===== src/verilog/astr_pkg.sv =====
`default_nettype none
// ==========================================================
// shared constants for the serial block
package astr_pkg;

  // character length select values
  localparam logic       LEN_8       = 1'b0;
  localparam logic       LEN_9       = 1'b1;
  // samples per bit on the receive side
  localparam int         OVERSAMPLE  = 16;
  // default baud divider, sys_clk cycles per sample tick
  localparam int         BAUD_DIV    = 13;
  // receive sample points inside a bit (ticks from bit start)
  localparam logic [3:0] SAMPLE_A    = 4'h7;
  localparam logic [3:0] SAMPLE_B    = 4'h8;
  localparam logic [3:0] SAMPLE_C    = 4'h9;
  // start bit verification points
  localparam logic [3:0] START_A     = 4'h2;
  localparam logic [3:0] START_B     = 4'h4;
  localparam logic [3:0] START_C     = 4'h6;
  // ones needed in front of a start bit
  localparam int         IDLE_ONES   = 3;
  // reset values
  localparam logic [7:0] DATA_RST    = 8'h00;

endpackage : astr_pkg
`default_nettype wire


===== src/verilog/astr_tick_if.sv =====
`timescale 1ns/1ps
`default_nettype none
// ==========================================================
// sample tick and link settings shared by transmitter and top
interface astr_tick_if;
  logic tick;      // one pulse per sample period (16 per bit)
  logic len9;      // 9-bit characters
  logic enable;    // module enabled

  modport gen  (output tick, output len9, output enable);
  modport user (input tick, input len9, input enable);
endinterface : astr_tick_if
`default_nettype wire


===== src/verilog/astr_tx.sv =====
`timescale 1ns/1ps
`default_nettype none
// ==========================================================
// transmitter: preamble, data, break and idle characters
module astr_tx (
  // clock and reset
  input  wire logic   sys_clk,
  input  wire logic   reset,
  // shared tick and settings
  astr_tick_if.user   tk,
  // control
  input  wire logic   tx_enable,
  input  wire logic   send_break,
  input  wire logic   tx_polarity_invert,
  input  wire logic   tx_ninth_bit,
  // buffer handshake
  input  wire logic   buf_full,
  input  wire logic [7:0] buf_data,
  output logic        buf_take,
  // line and state
  output logic        line_nxt,
  output logic        busy
);

  logic [10:0] shift_r;
  logic [3:0]  bits_r;
  logic [3:0]  sub_r;
  logic        active_r;
  logic        need_pre_r;
  logic        brk_r;
  logic        te_q_r;
  logic        idle_q_r;
  logic        te_off_r;

  // frame length in bits for data (start+data+stop) and for idle/break
  logic [3:0] dlen;
  logic [3:0] slen;
  assign dlen = tk.len9 ? 4'hb : 4'ha;
  assign slen = tk.len9 ? 4'ha : 4'h9;

  // current line level; idle high when nothing shifting
  logic lvl;
  assign lvl = active_r ? shift_r[0] : 1'b1;
  assign line_nxt = lvl ^ tx_polarity_invert;
  assign busy = active_r | buf_full | brk_r;

  logic bit_end;
  assign bit_end = tk.tick && (sub_r == 4'hf);

  // take the buffer only when data frame is being loaded
  logic load_ok;
  assign load_ok = !active_r && tk.enable && tx_enable && buf_full
                   && !need_pre_r && !send_break && !brk_r && !idle_q_r;
  assign buf_take = load_ok;

  // toggle detector for tx_enable
  always_ff @(posedge sys_clk) begin
    if (reset) begin
      te_q_r <= 1'b0;
    end else begin
      te_q_r <= tx_enable;
    end
  end

  // queued idle after a clear/set of tx_enable during a frame
  always_ff @(posedge sys_clk) begin
    if (reset || !tk.enable) begin
      te_off_r <= 1'b0;
      idle_q_r <= 1'b0;
    end else begin
      if (active_r && te_q_r && !tx_enable) begin
        te_off_r <= 1'b1;
      end
      if (te_off_r && tx_enable && !te_q_r) begin
        idle_q_r <= 1'b1;
        te_off_r <= 1'b0;
      end else if (!active_r && !tx_enable) begin
        te_off_r <= 1'b0;
      end
      if (!active_r && idle_q_r && tx_enable) begin
        idle_q_r <= 1'b0;
      end
    end
  end

  // shifter: runs apart from receiver on the shared tick
  always_ff @(posedge sys_clk) begin
    if (reset || !tk.enable) begin
      shift_r    <= 11'h7ff;
      bits_r     <= 4'h0;
      sub_r      <= 4'h0;
      active_r   <= 1'b0;
      need_pre_r <= 1'b1;
      brk_r      <= 1'b0;
    end else if (active_r) begin
      if (tk.tick) begin
        sub_r <= sub_r + 4'h1;
      end
      if (bit_end) begin
        shift_r <= {1'b1, shift_r[10:1]};
        bits_r  <= bits_r - 4'h1;
        if (bits_r == 4'h1) begin
          active_r <= 1'b0;
        end
      end
    end else if (!tx_enable) begin
      // idle; next enable starts with a preamble
      need_pre_r <= 1'b1;
      brk_r      <= 1'b0;
    end else if (send_break) begin
      shift_r  <= 11'h000;
      bits_r   <= slen;
      sub_r    <= 4'h0;
      active_r <= 1'b1;
      brk_r    <= 1'b1;
    end else if (brk_r || need_pre_r || idle_q_r) begin
      shift_r    <= 11'h7ff;
      bits_r     <= brk_r ? 4'h1 : slen;
      sub_r      <= 4'h0;
      active_r   <= 1'b1;
      need_pre_r <= 1'b0;
      brk_r      <= 1'b0;
    end else if (load_ok) begin
      // start at lsb, stop at msb
      if (tk.len9) begin
        shift_r <= {1'b1, tx_ninth_bit, buf_data, 1'b0};
      end else begin
        shift_r <= {2'b11, buf_data, 1'b0};
      end
      bits_r   <= dlen;
      sub_r    <= 4'h0;
      active_r <= 1'b1;
    end
  end

endmodule : astr_tx
`default_nettype wire


===== src/verilog/astr_rx.sv =====
`timescale 1ns/1ps
`default_nettype none
// ==========================================================
// receiver: start search, majority sampling, break detect
module astr_rx (
  // clock and reset
  input  wire logic   sys_clk,
  input  wire logic   reset,
  // shared tick and settings
  astr_tick_if.user   tk,
  // line
  input  wire logic   serial_in,
  // result pulse and fields
  output logic        done,
  output logic [8:0]  data,
  output logic        stop_bad,
  output logic        noisy,
  output logic        brk,
  output logic        busy
);

  typedef enum logic [1:0] {S_HUNT, S_START, S_BITS} astr_rx_state_t;
  astr_rx_state_t st_r;
  logic [2:0] ones_r;
  logic [3:0] sub_r;
  logic [3:0] idx_r;
  logic [9:0] sh_r;
  logic [2:0] smp_r;
  logic       nz_r;

  logic maj;
  assign maj = (smp_r[0] & smp_r[1]) | (smp_r[0] & smp_r[2])
             | (smp_r[1] & smp_r[2]);
  logic [3:0] last;
  assign last = tk.len9 ? 4'ha : 4'h9;
  assign busy = (st_r != S_HUNT);

  // sampling at sixteen ticks a bit
  always_ff @(posedge sys_clk) begin
    if (reset || !tk.enable) begin
      st_r <= S_HUNT;
      ones_r <= 3'h0;
      sub_r <= 4'h0;
      idx_r <= 4'h0;
      sh_r <= 10'h000;
      smp_r <= 3'h0;
      nz_r <= 1'b0;
      done <= 1'b0;
      data <= 9'h000;
      stop_bad <= 1'b0;
      noisy <= 1'b0;
      brk <= 1'b0;
    end else begin
      done <= 1'b0;
      if (tk.tick) begin
        case (st_r)
          S_HUNT: begin
            if (serial_in) begin
              ones_r <= (ones_r == 3'(astr_pkg::IDLE_ONES)) ?
                        ones_r : ones_r + 3'h1;
            end else if (ones_r == 3'(astr_pkg::IDLE_ONES)) begin
              st_r <= S_START;
              sub_r <= 4'h1;
              nz_r <= 1'b0;
            end else begin
              ones_r <= 3'h0;
            end
          end
          S_START: begin
            sub_r <= sub_r + 4'h1;
            if (sub_r == astr_pkg::START_A) smp_r[0] <= serial_in;
            if (sub_r == astr_pkg::START_B) smp_r[1] <= serial_in;
            if (sub_r == astr_pkg::START_C) begin
              if (maj | (smp_r[0] & serial_in) | (smp_r[1] & serial_in))
              begin
                st_r <= S_HUNT;
                ones_r <= 3'h0;
              end else begin
                nz_r <= smp_r[0] | smp_r[1] | serial_in;
              end
            end
            if (sub_r == 4'hf) begin
              st_r <= S_BITS;
              idx_r <= 4'h0;
            end
          end
          S_BITS: begin
            sub_r <= sub_r + 4'h1;
            if (sub_r == astr_pkg::SAMPLE_A) smp_r[0] <= serial_in;
            if (sub_r == astr_pkg::SAMPLE_B) smp_r[1] <= serial_in;
            if (sub_r == astr_pkg::SAMPLE_C) smp_r[2] <= serial_in;
            if (sub_r == 4'hb) begin
              sh_r <= {maj, sh_r[9:1]};
              if (smp_r != 3'h0 && smp_r != 3'h7) nz_r <= 1'b1;
            end
            if (sub_r == 4'hf) begin
              idx_r <= idx_r + 4'h1;
              if (idx_r + 4'h1 == last) begin
                st_r <= S_HUNT;
                ones_r <= 3'h0;
                done <= 1'b1;
                noisy <= nz_r;
                // stop bit is sh_r[9]; data below it
                stop_bad <= ~sh_r[9];
                brk <= (tk.len9 ? (sh_r == 10'h000)
                                : (sh_r[9:1] == 9'h000));
                // ninth bit or copy of bit 7
                data <= tk.len9 ? sh_r[8:0]
                                : {sh_r[8], sh_r[8:1]};
              end
            end
          end
          default: st_r <= S_HUNT;
        endcase
      end
    end
  end

endmodule : astr_rx
`default_nettype wire


===== src/verilog/astr_top.sv =====
`timescale 1ns/1ps
`default_nettype none
module astr_top #(
  parameter int BAUD_DIV = astr_pkg::BAUD_DIV
) (
  // clock and reset
  input  wire logic       sys_clk,
  input  wire logic       reset,
  // control bits
  input  wire logic       module_enable,
  input  wire logic       tx_enable,
  input  wire logic       rx_enable,
  input  wire logic       char_len_sel,
  input  wire logic       send_break,
  input  wire logic       tx_polarity_invert,
  input  wire logic       tx_ninth_bit,
  input  wire logic       tx_empty_irq_en,
  input  wire logic       tx_done_irq_en,
  input  wire logic       rx_full_irq_en,
  // cpu data access
  input  wire logic       status_read,
  input  wire logic       data_write,
  input  wire logic [7:0] data_wdata,
  input  wire logic       data_read,
  // status
  output logic [7:0]      data_buffer,
  output logic            rx_ninth_bit,
  output logic            tx_buffer_empty,
  output logic            tx_complete,
  output logic            rx_buffer_full,
  output logic            framing_error,
  output logic            break_flag,
  output logic            overrun_flag,
  output logic            noise_flag,
  output logic            parity_error,
  output logic            rx_in_progress,
  output logic            tx_irq,
  output logic            rx_irq,
  // serial pins
  input  wire logic       serial_in,
  output logic            serial_out,
  output logic            serial_out_oe
);

  // ==========================================================
  // parameter check
  if (BAUD_DIV < 1 || BAUD_DIV > 65535) begin : g_bad_div
    $error("BAUD_DIV out of range");
  end

  // ==========================================================
  // shared baud generator
  astr_tick_if tk ();
  logic [15:0] div_r;
  logic        tick_r;

  // one divider on sys_clk feeds both directions
  always_ff @(posedge sys_clk) begin
    if (reset || !module_enable) begin
      div_r  <= 16'h0000;
      tick_r <= 1'b0;
    end else if (div_r == 16'(BAUD_DIV - 1)) begin
      div_r  <= 16'h0000;
      tick_r <= 1'b1;
    end else begin
      div_r  <= div_r + 16'h0001;
      tick_r <= 1'b0;
    end
  end

  assign tk.tick   = tick_r;
  assign tk.len9   = (char_len_sel == astr_pkg::LEN_9);
  assign tk.enable = module_enable;

  // ==========================================================
  // transmit buffer
  logic [7:0] tbuf_r;
  logic       tfull_r;
  logic       take;
  logic       line_nxt;
  logic       tx_busy;
  logic       armed_r;

  astr_tx u_tx (
    .sys_clk            (sys_clk),
    .reset              (reset),
    .tk                 (tk),
    .tx_enable          (tx_enable),
    .send_break         (send_break),
    .tx_polarity_invert (tx_polarity_invert),
    .tx_ninth_bit       (tx_ninth_bit),
    .buf_full           (tfull_r),
    .buf_data           (tbuf_r),
    .buf_take           (take),
    .line_nxt           (line_nxt),
    .busy               (tx_busy)
  );

  // a status read outside a data write cycle arms the write that clears empty, whether or not empty is set
  always_ff @(posedge sys_clk) begin
    if (reset) begin
      armed_r <= 1'b0;
    end else if (data_write) begin
      armed_r <= 1'b0;
    end else if (status_read) begin
      armed_r <= 1'b1;
    end
  end

  // empty sets on handoff; an armed write (clear) wins over the handoff (set)
  always_ff @(posedge sys_clk) begin
    if (reset || !module_enable) begin
      tbuf_r  <= astr_pkg::DATA_RST;
      tfull_r <= 1'b0;
    end else if (data_write && armed_r) begin
      // a write in the handoff cycle refills the buffer, not lost
      tbuf_r  <= data_wdata;
      tfull_r <= 1'b1;
    end else if (take) begin
      tfull_r <= 1'b0;
    end
  end

  // ==========================================================
  // serial pins
  // release pins when disabled
  always_ff @(posedge sys_clk) begin
    if (reset) begin
      serial_out    <= 1'b1;
      serial_out_oe <= 1'b0;
    end else begin
      serial_out    <= module_enable ? line_nxt : 1'b1;
      // keep driving until the character in flight is done and the buffer is empty
      serial_out_oe <= module_enable & (tx_enable | tx_busy);
    end
  end

  // ==========================================================
  // transmitter status and interrupt
  // complete when nothing pending or shifting
  always_ff @(posedge sys_clk) begin
    if (reset) begin
      tx_buffer_empty <= 1'b1;
      tx_complete     <= 1'b1;
      tx_irq          <= 1'b0;
    end else begin
      tx_buffer_empty <= ~tfull_r | take;
      tx_complete     <= ~tfull_r & ~tx_busy;
      tx_irq <= (tx_empty_irq_en & ~tfull_r)
              | (tx_done_irq_en & ~tfull_r & ~tx_busy);
    end
  end

  // ==========================================================
  // receiver
  astr_tick_if rtk ();
  logic       r_done;
  logic [8:0] r_data;
  logic       r_stop_bad;
  logic       r_noisy;
  logic       r_brk;
  logic       r_busy;

  assign rtk.tick   = tick_r;
  assign rtk.len9   = tk.len9;
  assign rtk.enable = module_enable & rx_enable;

  astr_rx u_rx (
    .sys_clk   (sys_clk),
    .reset     (reset),
    .tk        (rtk),
    .serial_in (serial_in),
    .done      (r_done),
    .data      (r_data),
    .stop_bad  (r_stop_bad),
    .noisy     (r_noisy),
    .brk       (r_brk),
    .busy      (r_busy)
  );

  // move character to buffer and flag full
  // break clears data and ninth bit, sets flags
  // overrun and noise may accompany a break
  always_ff @(posedge sys_clk) begin
    if (reset) begin
      data_buffer    <= astr_pkg::DATA_RST;
      rx_ninth_bit   <= 1'b0;
      rx_buffer_full <= 1'b0;
      framing_error  <= 1'b0;
      break_flag     <= 1'b0;
      overrun_flag   <= 1'b0;
      noise_flag     <= 1'b0;
      parity_error   <= 1'b0;
      rx_in_progress <= 1'b0;
      rx_irq         <= 1'b0;
    end else begin
      rx_in_progress <= r_busy;
      rx_irq         <= rx_full_irq_en & (rx_buffer_full | r_done);
      if (r_done) begin
        if (rx_buffer_full && !data_read) begin
          overrun_flag <= 1'b1;
        end else begin
          data_buffer    <= r_brk ? 8'h00 : r_data[7:0];
          rx_ninth_bit   <= r_brk ? 1'b0 : r_data[8];
          rx_buffer_full <= 1'b1;
          framing_error  <= r_stop_bad;
          break_flag     <= break_flag | r_brk;
          noise_flag     <= r_noisy;
        end
      end else if (data_read) begin
        rx_buffer_full <= 1'b0;
        framing_error  <= 1'b0;
        break_flag     <= 1'b0;
        overrun_flag   <= 1'b0;
        noise_flag     <= 1'b0;
        parity_error   <= 1'b0;
      end
    end
  end

endmodule : astr_top
`default_nettype wire


===== config.mk =====
export PLATFORM = sky130hd
export DESIGN_NAME = astr_top
export DESIGN_NICKNAME = d
export VERILOG_FILES = /design/src/verilog/astr_pkg.sv /design/src/verilog/astr_tick_if.sv /design/src/verilog/astr_tx.sv /design/src/verilog/astr_rx.sv /design/src/verilog/astr_top.sv
export SDC_FILE = /design/constraint.sdc
export NUM_CORES = 1
export LEC_CHECK = 0
export BUFFER_PORTS_ARGS = -buffer_cell sky130_fd_sc_hd__buf_2
export CELL_PAD_IN_SITES_DETAIL_PLACEMENT = 1
export CELL_PAD_IN_SITES_GLOBAL_PLACEMENT = 1
export CORE_UTILIZATION = 41
export DETAILED_ROUTE_END_ITERATION = 8
export GPL_ROUTABILITY_DRIVEN = 0
export GPL_TIMING_DRIVEN = 0
export MAX_ROUTING_LAYER = met4
export PLACE_DENSITY = 0.75
export SETUP_SLACK_MARGIN = 0.5
export SLEW_MARGIN = 20
export SYNTH_ARGS = -nofsm -noshare
export SYNTH_HDL_FRONTEND = slang
export SYNTH_HIERARCHICAL = 1
export SYNTH_SLANG_ARGS = --single-unit

===== constraint.sdc =====
create_clock -name sys_clk -period 1.9 [get_ports sys_clk]
set_clock_uncertainty 0.1 [all_clocks]
set_input_delay 0 -clock sys_clk [delete_from_list [all_inputs] [get_ports sys_clk]]
set_output_delay 0 -clock sys_clk [all_outputs]
set_load 0.005 [all_outputs]

==> results.cfg <==
[sta]
finalCritPeriodShare = 1.12
relSlewSlack = 0.423
worstMarginPinSlew_ps = 865
period_minus_slack_ps = 2130
setup_viol = 18
hold_viol_final = 0
layout_setup_ws_ps = -229
rsz0062_at_grt = yes
slew_violations = 0
fmax_mhz = 470

[setup_path]
start_kind = flop
cp.arrival_ps = 2350
cp_cell_sequence = inv_1 -> ha_1 -> nand3b_1 -> o21bai_4 -> a221oi_2 -> nand2_4 -> mux2i_1
crit_buf_inv = 1
critPathMaxFanout = 8
critPathTopFamily = compound AO/OA/AOI/OAI gates
crit_type = flop to flop
critical_path.max_stage_delay_ps = 450
crit_path_end_kind = flop
cpMaxStageDelayCell = a221oi_2
required_ps = 2120

[floorplanning]
die_h_um = 118
std_cell_rows = 41
dieArea_um2 = 13800
initial_core_util = 0.427
fp.coreArea_um2 = 12800
die_w_um = 118
pin_count = 46

[place]
portBuffers = 43
placed_cells = 834
place_area_um2 = 6160
dp_slack_ps = -139
dp_hpwl_um = 10000

[finish]
drive_gt1_frac = 0.478
fin_area_um2 = 8900
multiInputGateArea_um2 = 3980
regArea_um2 = 2320
finalCoreUtilization = 0.694
fin_cells = 971
nNetsFinal = 825
diodes = 0
areaGrowthSynthToFinish_pct = 62.4
fillCellCount = 1342

[grt]
grt_overflow = 0
antenna_found_initial = 0
grt_max_degree = 17
grt_pass1_vias = 5844
grt_pass1_wl_um = 32300
grt_usage = 0.309

[synthesis]
ys_warn_count = 6
synth_cell_type_count = 75
synthArstFlopShare = 0
synth_commonest_cells = 113 x dfxtp_1, 61 x nand2_1, 52 x nor2_1
synth_area_leaders = dfxtp_1 41%, nand2_1 4.2%, a21oi_1 4.0%
synth_top_cell_by_area = dfxtp_1
yosysSeqAreaShare = 0.413
syn-mean-instance-area_um2 = 8.85
synthesis.instances = 619
synth-main-ff-cell = dfxtp_1
ys_seq_elements = 113
synth_edf_count = 0
yosysTopAreaCellShare = 0.413
yosysMostFrequentCell = dfxtp_1
syn_area_um2 = 5480
syn-num-nets = 658

[detailed_routing]
ant_nets = 0
num_vias = 6004
wirelength_um = 27100
wl_per_cell_um = 27.9
drc_errors = 0
drt_iter0_markers = 461
avgViaCountPerCell = 6.18
dr.pass1.iters = 4

[cts]
cts-buffers-inserted = 17
cts_tree = yes
clock_latency_ps = 440
cts.sinks = 113
path_clk_slew_ps = 60
cts.path.max_buffers = 2
h-tree-depth = 4
cts_root_buffer = clkbuf_16

[worst_hold_path]
worstHoldPathType = input pin to flop

[outcome]
failed_checks = negative setup slack
outcome = finished with violations

[flow_run]
cap_viol_max_count = 0

[power]
cellLeakagePower_nw = 3.22
peakVddDrop_uv = 681
power_w = 0.00652
p_per_area_nw_per_um2 = 733
-- stage by stage --
step / TNS, ps / hold WS (ps)
2_1_floorplan: 0 / -28.4
3_3_place_gp: -707 / 163
3_5_place_dp: -1650 / 169
4_1_cts: 0 / 1.61
5_1_grt: -1900 / 67.9
6_report: -1150 / 75.9
-- sequential cells by signal, summed over array words and instances (netlist names), 2 cells and up --
| name | cells |
|---|---|
| u_tx/shift_r | 11 |
| tbuf_r | 8 |
| data_buffer | 8 |
| u_rx/smp_r | 3 |
| u_rx/sh_r | 10 |
| u_rx/data | 9 |
| u_rx/sub_r | 4 |
| u_rx/ones_r | 3 |
| div_r | 16 |
| u_rx/idx_r | 4 |
| u_rx/st_r | 2 |
| u_tx/sub_r | 4 |
| u_tx/bits_r | 4 |
-- cell usage in the layout, fill, tap and decap left out, types with 12 or more instances in the layout --
cell type,n
a21oi_1,28
nand3b_1,12
dlygate4sd3_1,23
a21oi_2,16
buf_4,39
dfxtp_1,87
buf_2,46
mux2i_1,20
nor2_2,18
nor2_1,35
nand3_1,18
clkbuf_16,19
o21ai_1,12
buf_6,41
nand3_4,12
nand2_1,53
dfxtp_2,15
inv_1,14
xnor2_1,12
-- per-layer routing --
metal  track usage  routed length, um
met3        0.0698               1520
met4         0.128               1450
met1         0.368              10700
met2         0.503              13400
met5             -                  0
-- worst paths after layout --
check        cells after the start  slack, ps            from        endpoint
max                              7       -230   u_rx/sub_r[0]  u_rx/ones_r[1]
max reg2reg                      7       -230   u_rx/sub_r[0]  u_rx/ones_r[1]
min reg2reg                      2        370  data_buffer[1]  data_buffer[1]
min                              4         80           reset  u_rx/ones_r[0]
-- worst min-delay path: stages --
cell and delay [ps]:
buf_2 190, nand2b_1 170, or4b_2 140, mux2i_1 60
-- power by group --
group | leakage (nW) | internal [W] | switching, W | total, W
Clock | 0.322 | 0.00231 | 0.00126 | 0.00357
Sequential | 0.929 | 0.00238 | 0.0000291 | 0.00241
Combinational | 1.97 | 0.000237 | 0.000304 | 0.000541
Total | 3.22 | 0.00493 | 0.00159 | 0.00652
-- cell type report --
class | instances | share of cell area
Timing Repair Buffer | 147 | 0.151
Multi-Input combinational cell | 452 | 0.447
Buffer | 36 | 0.0353
Clock inverter | 8 | 0.0135
Clock buffer | 24 | 0.0588
Inverter | 19 | 0.00984
Sequential cell | 113 | 0.261
Tap cell | 172 | 0.0242
-- repair_timing --
action,in CTS,in global routing
setup endpoints to repair,95,94
hold buffers,23,0
pin swaps,71,48
gates cloned,5,1
setup buffers,47,29
hold endpoints to repair,29,0
resized for setup,140,114
-- cells by family (layout without fill, tap and decap cells) --
logic type | after synthesis | count (layout) | synth area share
compound gates | 135 | 135 | 0.175
xor+xnor | 19 | 19 | 0.0317
fa+ha+maj | 16 | 16 | 0.0361
buf+inv | 55 | 234 | 0.0486
flops | 113 | 113 | 0.413
mux | 20 | 20 | 0.0365
other cells | 1 | 1 | 0.000684
simple gates | 260 | 261 | 0.259
No activity file was read; power rests on OpenSTA's default activity.
